==> src/design/ccdr_pkg.sv <==
// Constants for the frame-transfer sensor drive sequencer
// What this block does
// - Clear image by pulsing overflow drain for at least one microsecond.
// - Per field issue parallel transfer pulses on all gates: 500, or 501 on interlace field two; progressive fields always 500.
// - Progressive scan selects single-register normal or dual-register fast readout.
// - Storage gate with serial gates moves one line at a time, two in dual-register readout.
// - Pulse detection-node reset before every next pixel reaches the node.
// - Serial timing includes clamp and sample-and-hold strobes for double sampling.
package ccdr_pkg;
  // ****************
  // Timing
  // ****************
  localparam int CLK_MHZ = 250;
  localparam int CLEAR_NS = 1000;
  localparam int CLEAR_CYC = (CLEAR_NS * CLK_MHZ + 999) / 1000;
  // Parallel gate half period and serial quarter period: 25 MHz parallel, 12.5 MHz serial at 250 MHz
  localparam int PAR_HALF = 5;
  localparam int SER_QUARTER = 5;
  // ****************
  // Geometry
  // ****************
  localparam int FIELD1_XFERS = 500;
  localparam int FIELD2_XFERS = 501;
  localparam int ARRAY_LINES = 500;
  localparam int LINE_ELEMS = 680;
  localparam int DARK_COLS = 22;
  localparam int DARK_LINES = 4;
  localparam int DUMMY_ELEMS = 4;
  localparam int LINE_CLOCKS = DUMMY_ELEMS + LINE_ELEMS;
  localparam int VID_W = 12;
  localparam int FIFO_DEPTH = 8;
  // ****************
  // Modes and pixel kinds
  // ****************
  localparam logic [1:0] MODE_INTERLACE = 2'h0;
  localparam logic [1:0] MODE_PROG_SINGLE = 2'h1;
  localparam logic [1:0] MODE_PROG_DUAL = 2'h2;
  localparam logic [1:0] KIND_DUMMY = 2'h0;
  localparam logic [1:0] KIND_DARK = 2'h1;
  localparam logic [1:0] KIND_ACTIVE = 2'h2;
  typedef enum logic [5:0] {
    CCDR_IDLE = 6'h01,
    CCDR_CLEAR = 6'h02,
    CCDR_INTEG = 6'h04,
    CCDR_PXFER = 6'h08,
    CCDR_LXFER = 6'h10,
    CCDR_PIXEL = 6'h20
  } ccdr_state_e;
endpackage

==> src/design/ccdr_fifo.sv <==
// Small synchronous FIFO with valid/ready on both sides
`timescale 1ns/10ps
module ccdr_fifo #(
  parameter int WIDTH = 8,
  parameter int DEPTH = 8
) (
  // Clock
  input wire logic sys_clk,
  input wire logic sys_rst,
  input wire logic clk_en,
  // Fill side
  input wire logic in_valid,
  output logic in_ready,
  input wire logic [WIDTH-1:0] in_data,
  // Drain side
  output logic out_valid,
  input wire logic out_ready,
  output logic [WIDTH-1:0] out_data
);
  localparam int AW = $clog2(DEPTH);
  logic [WIDTH-1:0] mem [DEPTH];
  logic [AW-1:0] wr_ptr, rd_ptr, next_wr_ptr, next_rd_ptr;
  logic [AW:0] count, next_count;
  logic [WIDTH-1:0] next_out_data;
  logic next_out_valid;
  logic do_wr, do_rd;

  // Read data leaves through a register
  always_comb begin
    do_rd = out_valid && out_ready;
    do_wr = in_valid && in_ready;
    next_wr_ptr = wr_ptr;
    next_rd_ptr = rd_ptr;
    next_count = count;
    next_out_valid = out_valid && !do_rd;
    next_out_data = out_data;
    if ((!out_valid || out_ready) && count != '0) begin
      next_out_valid = 1'b1;
      next_out_data = mem[rd_ptr];
      next_rd_ptr = (rd_ptr == AW'(DEPTH - 1)) ? '0 : rd_ptr + 1'b1;
    end
    if (do_wr) begin
      next_wr_ptr = (wr_ptr == AW'(DEPTH - 1)) ? '0 : wr_ptr + 1'b1;
    end
    next_count = count + (AW+1)'(do_wr) - (AW+1)'(next_rd_ptr != rd_ptr);
  end

  assign in_ready = (count != (AW+1)'(DEPTH));

  always_ff @(posedge sys_clk) begin
    if (sys_rst) begin
      wr_ptr <= '0;
      rd_ptr <= '0;
      count <= '0;
      out_valid <= 1'b0;
      out_data <= '0;
    end else if (clk_en) begin
      wr_ptr <= next_wr_ptr;
      rd_ptr <= next_rd_ptr;
      count <= next_count;
      out_valid <= next_out_valid;
      out_data <= next_out_data;
      if (do_wr) begin
        mem[wr_ptr] <= in_data;
      end
    end
  end
endmodule

==> src/design/ccdr_seq.sv <==
// Drive sequencer for a frame-transfer CCD sensor and its sample path
`timescale 1ns/10ps
module ccdr_seq
  import ccdr_pkg::*;
#(
  parameter int INTEG_CYCLES = 4096,
  parameter int XFERS_F1 = ccdr_pkg::FIELD1_XFERS,
  parameter int XFERS_F2 = ccdr_pkg::FIELD2_XFERS,
  parameter int LINES = ccdr_pkg::ARRAY_LINES,
  parameter int ELEMS = ccdr_pkg::LINE_ELEMS
) (
  // Clock and reset
  input wire logic sys_clk,
  input wire logic sys_rst,
  input wire logic clk_en,
  // Control
  input wire logic start,
  input wire logic [1:0] mode,
  input wire logic clear_first,
  output logic busy,
  output logic field_two,
  // Sensor gates
  output logic image_gate_a,
  output logic image_gate_b,
  output logic storage_gate,
  output logic [1:0] serial_shift_gate,
  output logic reset_gate,
  output logic overflow_drain_bias,
  // Double-sampling strobes
  output logic clamp_strobe,
  output logic sample_strobe,
  // Digitised video from the converters
  input wire logic [ccdr_pkg::VID_W-1:0] video_out_a,
  input wire logic [ccdr_pkg::VID_W-1:0] video_out_b,
  // Pixel stream
  output logic pix_valid,
  input wire logic pix_ready,
  output logic [2*ccdr_pkg::VID_W-1:0] pix_data,
  output logic [1:0] pix_kind,
  output logic pix_dual
);
  import ccdr_pkg::*;

  localparam int FW = 2 * VID_W + 3;
  ccdr_state_e state, next_state;
  logic [15:0] tmr, next_tmr;
  logic [9:0] cnt, next_cnt;
  logic [9:0] line, next_line;
  logic [1:0] mode_q, next_mode_q;
  logic field_q, next_field_q;
  logic next_ia, next_sa, next_ck;
  logic next_rg, next_cl, next_sh;
  logic [1:0] next_sg;
  logic next_odb;
  logic [VID_W-1:0] va_s1, va_s2, vb_s1, vb_s2;
  logic f_valid, f_ready;
  logic [FW-1:0] f_data, o_data;

  // Pixel kind from serial clock position
  function automatic logic [1:0] kind_of(input logic [9:0] pos);
    if (pos < 10'(DUMMY_ELEMS)) begin
      return KIND_DUMMY;
    end else if (pos < 10'(DUMMY_ELEMS + DARK_COLS)) begin
      return KIND_DARK;
    end
    return KIND_ACTIVE;
  endfunction

  // ****************
  // Video input synchronisers
  // ****************
  always_ff @(posedge sys_clk) begin
    if (sys_rst) begin
      va_s1 <= '0;
      va_s2 <= '0;
      vb_s1 <= '0;
      vb_s2 <= '0;
    end else if (clk_en) begin
      va_s1 <= video_out_a;
      va_s2 <= va_s1;
      vb_s1 <= video_out_b;
      vb_s2 <= vb_s1;
    end
  end

  // ****************
  // Sequencer
  // ****************
  always_comb begin
    next_state = state;
    next_tmr = tmr;
    next_cnt = cnt;
    next_line = line;
    next_mode_q = mode_q;
    next_field_q = field_q;
    next_ia = 1'b0;
    next_sa = 1'b0;
    next_ck = 1'b0;
    next_sg = 2'h0;
    next_rg = 1'b0;
    next_cl = 1'b0;
    next_sh = 1'b0;
    next_odb = 1'b0;
    f_valid = 1'b0;
    unique case (state)
      CCDR_IDLE: begin
        next_tmr = '0;
        if (start) begin
          next_mode_q = mode;
          next_state = clear_first ? CCDR_CLEAR : CCDR_INTEG;
        end
      end
      CCDR_CLEAR: begin
        next_odb = 1'b1;
        next_tmr = tmr + 1'b1;
        if (tmr == 16'(CLEAR_CYC - 1)) begin
          // Held through the last count, else the pulse is one cycle short
          next_tmr = '0;
          next_state = CCDR_INTEG;
        end
      end
      CCDR_INTEG: begin
        next_tmr = tmr + 1'b1;
        if (tmr == 16'(INTEG_CYCLES - 1)) begin
          next_tmr = '0;
          next_cnt = '0;
          next_state = CCDR_PXFER;
        end
      end
      CCDR_PXFER: begin
        // Every gate toggles together; interlace adds a pulse on field two
        next_tmr = tmr + 1'b1;
        next_ia = (tmr < 16'(PAR_HALF));
        next_sa = next_ia;
        next_sg = {2{next_ia}};
        if (tmr == 16'(2 * PAR_HALF - 1)) begin
          next_tmr = '0;
          next_cnt = cnt + 1'b1;
          if (cnt == 10'(((mode_q == MODE_INTERLACE && field_q) ? XFERS_F2 : XFERS_F1) - 1))
          begin
            next_cnt = '0;
            next_line = '0;
            next_state = CCDR_LXFER;
          end
        end
      end
      CCDR_LXFER: begin
        // One line from storage into the register(s) in use
        next_tmr = tmr + 1'b1;
        next_sa = (tmr < 16'(PAR_HALF));
        next_sg[1] = next_sa;
        next_sg[0] = next_sa && (mode_q == MODE_PROG_SINGLE || mode_q == MODE_PROG_DUAL);
        if (tmr == 16'(2 * PAR_HALF - 1)) begin
          next_tmr = '0;
          next_cnt = '0;
          next_state = CCDR_PIXEL;
        end
      end
      CCDR_PIXEL: begin
        // Four phases per pixel: reset, clamp, shift, sample; stall on back-pressure
        if (tmr < 16'(SER_QUARTER)) begin
          next_rg = 1'b1;
        end else if (tmr < 16'(2 * SER_QUARTER)) begin
          next_cl = 1'b1;
        end else if (tmr < 16'(3 * SER_QUARTER)) begin
          next_ck = 1'b1;
        end else begin
          next_sh = 1'b1;
        end
        next_sg = {next_ck, next_ck && mode_q != MODE_INTERLACE};
        if (tmr == 16'(4 * SER_QUARTER - 1)) begin
          f_valid = 1'b1;
          if (f_ready) begin
            next_tmr = '0;
            next_cnt = cnt + 1'b1;
            if (cnt == 10'(DUMMY_ELEMS + ELEMS - 1)) begin
              next_line = line + 1'b1;
              next_state = CCDR_LXFER;
              // Dual readout empties two lines per shift
              if ((line + ((mode_q == MODE_PROG_DUAL) ? 10'h002 : 10'h001)) >= 10'(LINES))
              begin
                next_field_q = !field_q;
                next_state = CCDR_IDLE;
              end else if (mode_q == MODE_PROG_DUAL) begin
                next_line = line + 10'h002;
              end
            end
          end
        end else begin
          next_tmr = tmr + 1'b1;
        end
      end
      default: begin
        next_state = CCDR_IDLE;
      end
    endcase
  end

  always_comb begin
    f_data = {kind_of(cnt), mode_q == MODE_PROG_DUAL,
              (mode_q == MODE_INTERLACE) ? va_s2 : vb_s2,
              (mode_q == MODE_INTERLACE) ? vb_s2 : va_s2};
  end

  always_ff @(posedge sys_clk) begin
    if (sys_rst) begin
      state <= CCDR_IDLE;
      tmr <= '0;
      cnt <= '0;
      line <= '0;
      mode_q <= MODE_INTERLACE;
      field_q <= 1'b0;
      image_gate_a <= 1'b0;
      image_gate_b <= 1'b0;
      storage_gate <= 1'b0;
      serial_shift_gate <= 2'h0;
      reset_gate <= 1'b0;
      clamp_strobe <= 1'b0;
      sample_strobe <= 1'b0;
      overflow_drain_bias <= 1'b0;
      busy <= 1'b0;
      field_two <= 1'b0;
    end else if (clk_en) begin
      state <= next_state;
      tmr <= next_tmr;
      cnt <= next_cnt;
      line <= next_line;
      mode_q <= next_mode_q;
      field_q <= next_field_q;
      image_gate_a <= next_ia;
      image_gate_b <= next_ia;
      storage_gate <= next_sa;
      serial_shift_gate <= next_sg;
      reset_gate <= next_rg;
      clamp_strobe <= next_cl;
      sample_strobe <= next_sh;
      overflow_drain_bias <= next_odb;
      busy <= (next_state != CCDR_IDLE);
      field_two <= next_field_q;
    end
  end

  // ****************
  // Output buffer
  // ****************
  ccdr_fifo #(.WIDTH(FW), .DEPTH(FIFO_DEPTH)) u_fifo (
    .sys_clk(sys_clk),
    .sys_rst(sys_rst),
    .clk_en(clk_en),
    .in_valid(f_valid),
    .in_ready(f_ready),
    .in_data(f_data),
    .out_valid(pix_valid),
    .out_ready(pix_ready),
    .out_data(o_data)
  );

  assign pix_data = o_data[2*VID_W-1:0];
  assign pix_dual = o_data[2*VID_W];
  assign pix_kind = o_data[FW-1:2*VID_W+1];
endmodule

==> config.mk <==
export PLATFORM = sky130hd
export DESIGN_NAME = ccdr_seq
export DESIGN_NICKNAME = d
export VERILOG_FILES = /design/src/design/ccdr_pkg.sv /design/src/design/ccdr_fifo.sv /design/src/design/ccdr_seq.sv
export SDC_FILE = /design/constraint.sdc
export NUM_CORES = 1
export LEC_CHECK = 0
export BUFFER_PORTS_ARGS = -buffer_cell sky130_fd_sc_hd__buf_4
export CORE_MARGIN = 2
export CORE_UTILIZATION = 60
export DETAILED_ROUTE_END_ITERATION = 8
export GPL_ROUTABILITY_DRIVEN = 0
export GPL_TIMING_DRIVEN = 0
export PLACE_DENSITY = 0.77
export SLEW_MARGIN = 20
export SYNTH_ARGS = -nofsm -noshare
export SYNTH_HDL_FRONTEND = slang
export SYNTH_SLANG_ARGS = --single-unit
==> constraint.sdc <==
create_clock -name sys_clk -period 7.2 [get_ports sys_clk]
set_input_delay 1.44 -clock sys_clk [delete_from_list [all_inputs] [get_ports sys_clk]]
set_output_delay 1.44 -clock sys_clk [all_outputs]
set_load 0.005 [all_outputs]
==> results by group, run 1 <==
Detailed routing
  • Remaining antenna violation count: 0
  • Initial DRC Count: 916
  • Routed via count: about 9600
  • First-pass detailed-route iteration total: 5
  • Vias/cell: between 6 and 7
  • Routed WL: around 34000 microns
  • Drt wl/cell: 21.4 microns
  • Remaining routing DRC violations: 0

Critical path
  • Reg-to-reg startpoint: state[2]
  • CP Class: register to register
  • Critical Path Source Type: register
  • Crit path required time: roughly 7.4 ns
  • Crit path capture type: register
  • Critical path arrival: about 4.2 ns
  • Worst flop-to-flop path endpoint: u_fifo.mem[0][12]
  • Max Fanout on Critical Path: 10
  • FF-to-FF path depth: 10
  • FF-to-FF setup slack: 3.22 ns

Place
  • Number of port buffers: 70
  • Setup WS pre-CTS: ~2.7 ns
  • Hpwl dp: about 23000 microns
  • Inst Count DP: around 1500

Power and ir drop
  • Final Power: just under 0.005 W
  • Worst IR Drop VDD: just under 0.2 mV
  • Switching Fraction: 0.245
  • Sw power: roughly 0.0012 W
  • Power share of the clock group: 0.388
  • Sequential power share: 0.466
  • Pwr dens: roughly 280 mW/mm^2
  • Power Internal: about 0.0037 W
  • Comb pwr share: 0.145
  • P_leak: roughly 6.0 nW

Global routing
  • GRT Total Usage: 0.262
  • Antenna violations before repair: 0
  • Global-route wire length before repair: 52500 microns
  • Pin count of the biggest net entering global routing: 22
  • Vias in the first global route: between 9000 and 10000
  • Grt total ovfl: 0

Synthesis
  • Synth Net Count: 1147
  • Post-Syn Area per Cell: about 14 sq um
  • Number of flops mapped to enable cells by yosys: 216
  • Seq/Total Area, Yosys: 0.618
  • Post-synth top flop: edfxtp_1
  • Async set or reset register ratio after synthesis: 0
  • Cells after Synth: 1092
  • Largest cells by area after synthesis: edfxtp_1 (43%), dfxtp_1 (19%), mux4_2 (8.1%)
  • Cell with the most instances after synthesis: edfxtp_1
  • Distinct cells, synth: between 70 and 80
  • Synth top area share: 0.432
  • Flops & latches, synth: around 360
  • Synth Cell Area: 0.0150 sq mm
  • Warnings, synthesis: 0
  • Most frequent cells after synthesis: edfxtp_1 (216), dfxtp_1 (140), nor2_1 (138), mux2i_1 (81), mux4_2 (54)
  • Synth area leader: edfxtp_1

Timing
  • Final setup vio count: 0
  • Final setup TNS: 0 ns
  • Worst Max-Slew Pin Slew: ~0.98 ns
  • Rel. slew slack: 0.347
  • Final period util: 0.552
  • Tmin final: 3.98 ns
  • Slew Limit Fails: 0
  • Clock skew: about 0.018 ns
  • Final worst-path setup slack: around 3.2 ns
  • Final Hold Vio Count: 0
  • RSZ-0062 raised after global routing: no
  • FMAX: around 0.25 GHz

Cells and area
  • Layout cells sized above 1: 0.206
  • Area grow syn2layout: 15.8%
  • Net total in the final layout: 1268
  • ANT cells: 0
  • Fin cells: about 1600
  • Final Util: 0.711

Die
  • Core area: approximately 0.024 sq mm
  • # IOs: 71
  • Die height: between 150 and 200 microns
  • Starting Density: 0.614
  • Die width: around 160 microns
  • Die area: about 0.026 sq mm
  • # rows: 57

Clock tree
  • TritonCTS Sinks: approximately 360
  • CTS buffer count: 37
  • Root Driver: clkbuf_16
  • Clock latency on the worst-skew pair: about 0.52 ns
  • H-tree depth: 2
  • CTS tree: done
  • Clock Path Buffers: 3
  • Setup Buffers After CTS: 0
  • CTS-repair resized insts: 0
  • Post-CTS Hold Fix Bufs: 0
  • Clk slew on worst S/H paths: about 0.06 ns

Hold path
  • Hold Crit Start: serial_shift_gate[1]
  • Hold crit path type: register to register
  • Hold Crit Depth: 2
  • Hold Path Sink: serial_shift_gate[1]

Run status
  • Status: complete, no violations

Job
  • Max cap viols: 0
## power groups by stage
stage               clock [W]  sequential [W]  combinational, W
floorplan                   0         0.00232          0.000473
global placement            0         0.00233          0.000695
detailed placement          0         0.00233          0.000711
CTS                   0.00192         0.00229          0.000719
global route          0.00200         0.00229          0.000790
finish                0.00190         0.00229          0.000712
## worst max-delay path by stage
stage / endpoint / depth (start not counted) / slack [ns] / start
after floorplan: u_fifo.mem[0][0] / 4 / 2.66 / clk_en
after global placement: u_fifo.mem[1][3] / 5 / 0.38 / clk_en
after detailed placement: u_fifo.mem[1][3] / 7 / 2.72 / clk_en
after CTS: u_fifo.mem[0][15] / 10 / 3.23 / state[2]
after global routing: u_fifo.mem[0][15] / 10 / 2.97 / state[2]
final: u_fifo.mem[0][12] / 10 / 3.22 / state[2]
## critical path: stages, from the launching register on
cell	delay [ns]
dfxtp_1	0.36
or4_1	0.51
clkbuf_1	0.17
or2_1	0.34
buf_2	0.23
nor3_2	0.22
nand2_1	0.18
or3_1	0.52
nor3_2	0.59
buf_4	0.33
buf_4	0.23
## sequential cells by signal (all words and copies together) (netlist names), 2 cells and up
signal	flops
va_s2	12
u_fifo.out_data	27
u_fifo.mem	216
state	6
tmr	16
line	10
u_fifo.rd_ptr	3
vb_s1	12
u_fifo.wr_ptr	3
u_fifo.count	4
mode_q	2
serial_shift_gate	2
va_s1	12
vb_s2	12
cnt	10
## area by class of cell
type / instances / area, sq um
sequential: 356 / 9290
fill: 1625 / 7070
multi-input combinational: 651 / 5440
clock buffer: 46 / 1010
timing repair buffer: 82 / 702
tap: 324 / 405
buffer: 60 / 259
clock inverter: 19 / 196
inverter: 25 / 93.8
## cells in the final DEF (no fill, tap or decap), types with 9 or more instances in the layout
cell type  instances
buf_4             78
buf_1              9
clkbuf_16         37
a21oi_1           26
nand4_1           17
xor2_1            22
nand2_1           46
inv_1             25
nor2_1           132
edfxtp_1         216
nor3_1            11
nand3_1           18
mux2_2            27
clkbuf_1          46
o21ai_0           15
ha_1              21
and3_1            10
mux2i_1           81
dfxtp_1          140
and2_1             9
mux4_2            54
o211ai_1          11
a211oi_1          31
## metrics by stage
step / hold slack (ns) / instance area (sq um)
after global placement: 0.456 / 16000
after detailed placement: 0.461 / 16200
after CTS: 0.470 / 17400
final: 0.465 / 17400
after global routing: 0.484 / 17400
after floorplan: 0.436 / 15000
## logic make-up (layout without fill, tap and decap cells)
kind of cell,Yosys count,in the layout,synth area share
adder cells (fa/ha/maj),23,23,0.0202
AND/OR/NAND/NOR,310,310,0.104
buffers and inverters,85,232,0.0235
flip-flops,356,356,0.618
AO/OA/AOI/OAI,126,126,0.0606
multiplexers,163,163,0.156
XOR/XNOR,29,29,0.0169
## routing by layer
| metal | GRT usage | routed length (microns) | vias to the layer above |
|---|---|---|---|
| met1 | 0.379 | 14700 | 4740 |
| met5 | 0 | 0 | - |
| met4 | 0.0845 | 879 | 0 |
| met2 | 0.409 | 15300 | 412 |
| met3 | 0.0455 | 2570 | 65 |
| li1 | - | - | 4375 |
No activity file was read; power rests on OpenSTA's default activity.
==> inputs of run 2 (changes only) <==
- clock period: 7.2 -> 4.2 ns (I/O delays scaled with it)
==> run 2 against run 1 <==
Sequential power rose by 72%. Worst setup slack got worse by 2.7 ns. First-iteration DRC count fell by 6.3%. Fmax rose by 7.6%. Sequential cell count did not move. Count of clock-buffer cells in the layout rose by 11. Cell area fell by 0.22%. Largest cell class unchanged. Critical endpoint is now u_fifo.mem[4][19]. Die area did not move. Power rose by 68%. Final cell count rose by 0.19%. Clock power rose by 62%. Register-to-register slack got worse by 2.7 ns.
==> results by group, run 2 (synthesis results as in run 1) <==
Cells and area
  • Layout cells sized above 1: 0.199 (was 0.206)
  • Final Util: 0.709 (was 0.711)
  • Commonest cells after routing, fill and taps aside: edfxtp_1 (216), dfxtp_1 (140), nor2_1 (132) (unchanged)
  • Net total in the final layout: 1268 (unchanged)
  • Area grow syn2layout: 15.5% (was 15.8%)
  • Largest register FFs: 216 (unchanged)
  • Sequential cell area: 0.00929 sq mm (unchanged)
  • Largest regs: u_fifo.mem x216, u_fifo.out_data x27, tmr x16 (unchanged)
  • Commonest non-fill, non-tap cell in the layout: edfxtp_1 (unchanged)
  • Area of the multi-input gates: 0.00544 sq mm (about the same)
  • Filler cells: 1626 (was 1625)
  • Largest Register: u_fifo.mem (unchanged)

Die
  • Die height: 162 microns (unchanged)
  • # IOs: 71 (unchanged)
  • Die area: 0.0263 sq mm (unchanged)
  • Starting Density: 0.614 (unchanged)
  • Core area: 0.0245 sq mm (unchanged)
  • Die width: 162 microns (unchanged)
  • # rows: 57 (unchanged)

Timing
  • Rel. slew slack: 0.354 (was 0.347)
  • Clock skew: 0.0182 ns (was 0.0178 ns)
  • Final period util: 0.880 (was 0.552)
  • Final Hold Vio Count: 0 (unchanged)
  • Final setup TNS: 0 ns (unchanged)
  • Slew Limit Fails: 0 (unchanged)
  • FMAX: 0.270 GHz (was 0.251 GHz)
  • Final worst-path setup slack: 0.502 ns (was 3.22 ns)
  • Worst Max-Slew Pin Slew: 0.969 ns (was 0.980 ns)
  • RSZ-0062 raised after global routing: no (unchanged)
  • Final setup vio count: 0 (unchanged)
  • Tmin final: 3.70 ns (was 3.98 ns)

Global routing
  • Vias in the first global route: 9500 (was 9405)
  • Antenna violations before repair: 0 (unchanged)
  • Grt total ovfl: 0 (unchanged)
  • GRT Total Usage: 0.267 (was 0.262)
  • Pin count of the biggest net entering global routing: 20 (was 22)
  • Global-route wire length before repair: 53500 microns (was 52500 microns)

Clock tree
  • Post-CTS Hold Fix Bufs: 0 (unchanged)
  • CTS tree: done (unchanged)
  • H-tree depth: 2 (unchanged)
  • CTS-repair resized insts: 0 (unchanged)
  • Clk slew on worst S/H paths: 0.06 ns (about the same)
  • Clock latency on the worst-skew pair: 0.53 ns (was 0.52 ns)
  • CTS buffer count: 37 (unchanged)
  • TritonCTS Sinks: 356 (unchanged)
  • Root Driver: clkbuf_16 (unchanged)
  • Setup Buffers After CTS: 0 (unchanged)
  • Clock Path Buffers: 3 (unchanged)

Job
  • Max cap viols: 0 (unchanged)

Critical path
  • Critical path arrival: 3.92 ns (was 4.20 ns)
  • CP Buf/Inv Count: 3 (was 4)
  • CP Class: register to register (unchanged)
  • Slowest stage cell, crit path: nor2_4 (was nor3_2)
  • Worst path top cell family by delay: simple AND/OR/NAND/NOR gates (unchanged)
  • Worst-path cell chain: or4_1 > clkbuf_1 > or2_1 > buf_2 > nor3_2 > nand2_1 > or3_1 > nor2_4 > buf_16 (was or4_1 > clkbuf_1 > or2_1 > buf_2 > nor3_2 > nand2_1 > or3_1 > nor3_2 > buf_4 > buf_4)
  • Critical Path Source Type: register (unchanged)
  • Crit path required time: 4.42 ns (was 7.42 ns)
  • Max Fanout on Critical Path: 14 (was 10)
  • Crit path capture type: register (unchanged)
  • Worst path max stage delay: 0.56 ns (was 0.59 ns)

Detailed routing
  • Remaining antenna violation count: 0 (unchanged)
  • First-pass detailed-route iteration total: 5 (unchanged)
  • Routed WL: 34600 microns (was 33500 microns)
  • Initial DRC Count: 858 (was 916)
  • Vias/cell: 6.16 (was 6.14)
  • Routed via count: 9650 (was 9592)
  • Remaining routing DRC violations: 0 (unchanged)
  • Drt wl/cell: 22.1 microns (was 21.4 microns)

Place
  • Hpwl dp: 23200 microns (was 22600 microns)
  • Number of port buffers: 70 (unchanged)
  • Setup WS pre-CTS: 0.586 ns (was 2.72 ns)

Power and ir drop
  • Pwr dens: 475 mW/mm^2 (was 282 mW/mm^2)
  • Worst IR Drop VDD: 0.326 mV (was 0.197 mV)
  • P_leak: 5.94 nW (was 5.99 nW)

Hold path
  • Hold crit path type: register to register (unchanged)

Run status
  • Status: complete, no violations (unchanged)
==> run 2: cell types whose count changed in the layout (fill, tap and decap cells not counted), moves of 2 or more <==
cell	change
buf_12	-4
bufinv_16	-3
buf_16	+4
clkinv_2	-4
clkinv_1	-3
buf_4	-2
clkbuf_8	-2
buf_8	+2
clkbuf_1	+13
==> run 2: power by group <==
part / internal (W) / leakage [nW] / switching (W) / total (W)
Sequential: 0.00383 / 2.95 / 0.0000987 / 0.00393
Clock: 0.00176 / 0.536 / 0.00131 / 0.00307
Combinational: 0.000575 / 2.45 / 0.000678 / 0.00125
==> run 2: worst min-delay path, cell delays in order, from the launching register on <==
cell	delay [ns]
dfxtp_1	0.31
nand2_1	0.06
a21oi_1	0.05
==> run 2: worst paths after layout <==
check        startpoint                end  slack [ns]  cells past startpoint
min          reset_gate         reset_gate        0.47                      2
min reg2reg  reset_gate         reset_gate        0.47                      2
max reg2reg    state[2]  u_fifo.mem[4][19]        0.50                      9
max            state[2]  u_fifo.mem[4][19]        0.50                      9
==> run 2: per-layer routing <==
layer | vias up | global-route usage | share of wire | wire, microns
met5 | - | 0 | 0 | 0
met4 | 0 | 0.0861 | 0.027 | 921
met3 | 73 | 0.0449 | 0.076 | 2630
met2 | 428 | 0.422 | 0.47 | 16200
met1 | 4761 | 0.383 | 0.43 | 14800
li1 | 4388 | - | - | -
==> run 2: stage by stage <==
stage / total power (W) / hold slack [ns] / area [sq um] / instances
floorplan: 0.00479 / 0.436 / 15000 / 1092
global placement: 0.00518 / 0.450 / 16000 / 1486
detailed placement: 0.00523 / 0.457 / 16200 / 1498
CTS: 0.00826 / 0.466 / 17400 / 1565
global route: 0.00854 / 0.497 / 17400 / 1565
finish: 0.00825 / 0.469 / 17400 / 1566
==> run 2: area by class of cell <==
class                           count  share of cell area
Antenna cell                        1            0.000144
Buffer                             60              0.0149
Clock buffer                       57              0.0594
Clock inverter                     10             0.00483
Inverter                           25             0.00541
Multi-Input combinational cell    651               0.314
Sequential cell                   356               0.535
Tap cell                          324              0.0234
Timing Repair Buffer               82              0.0430
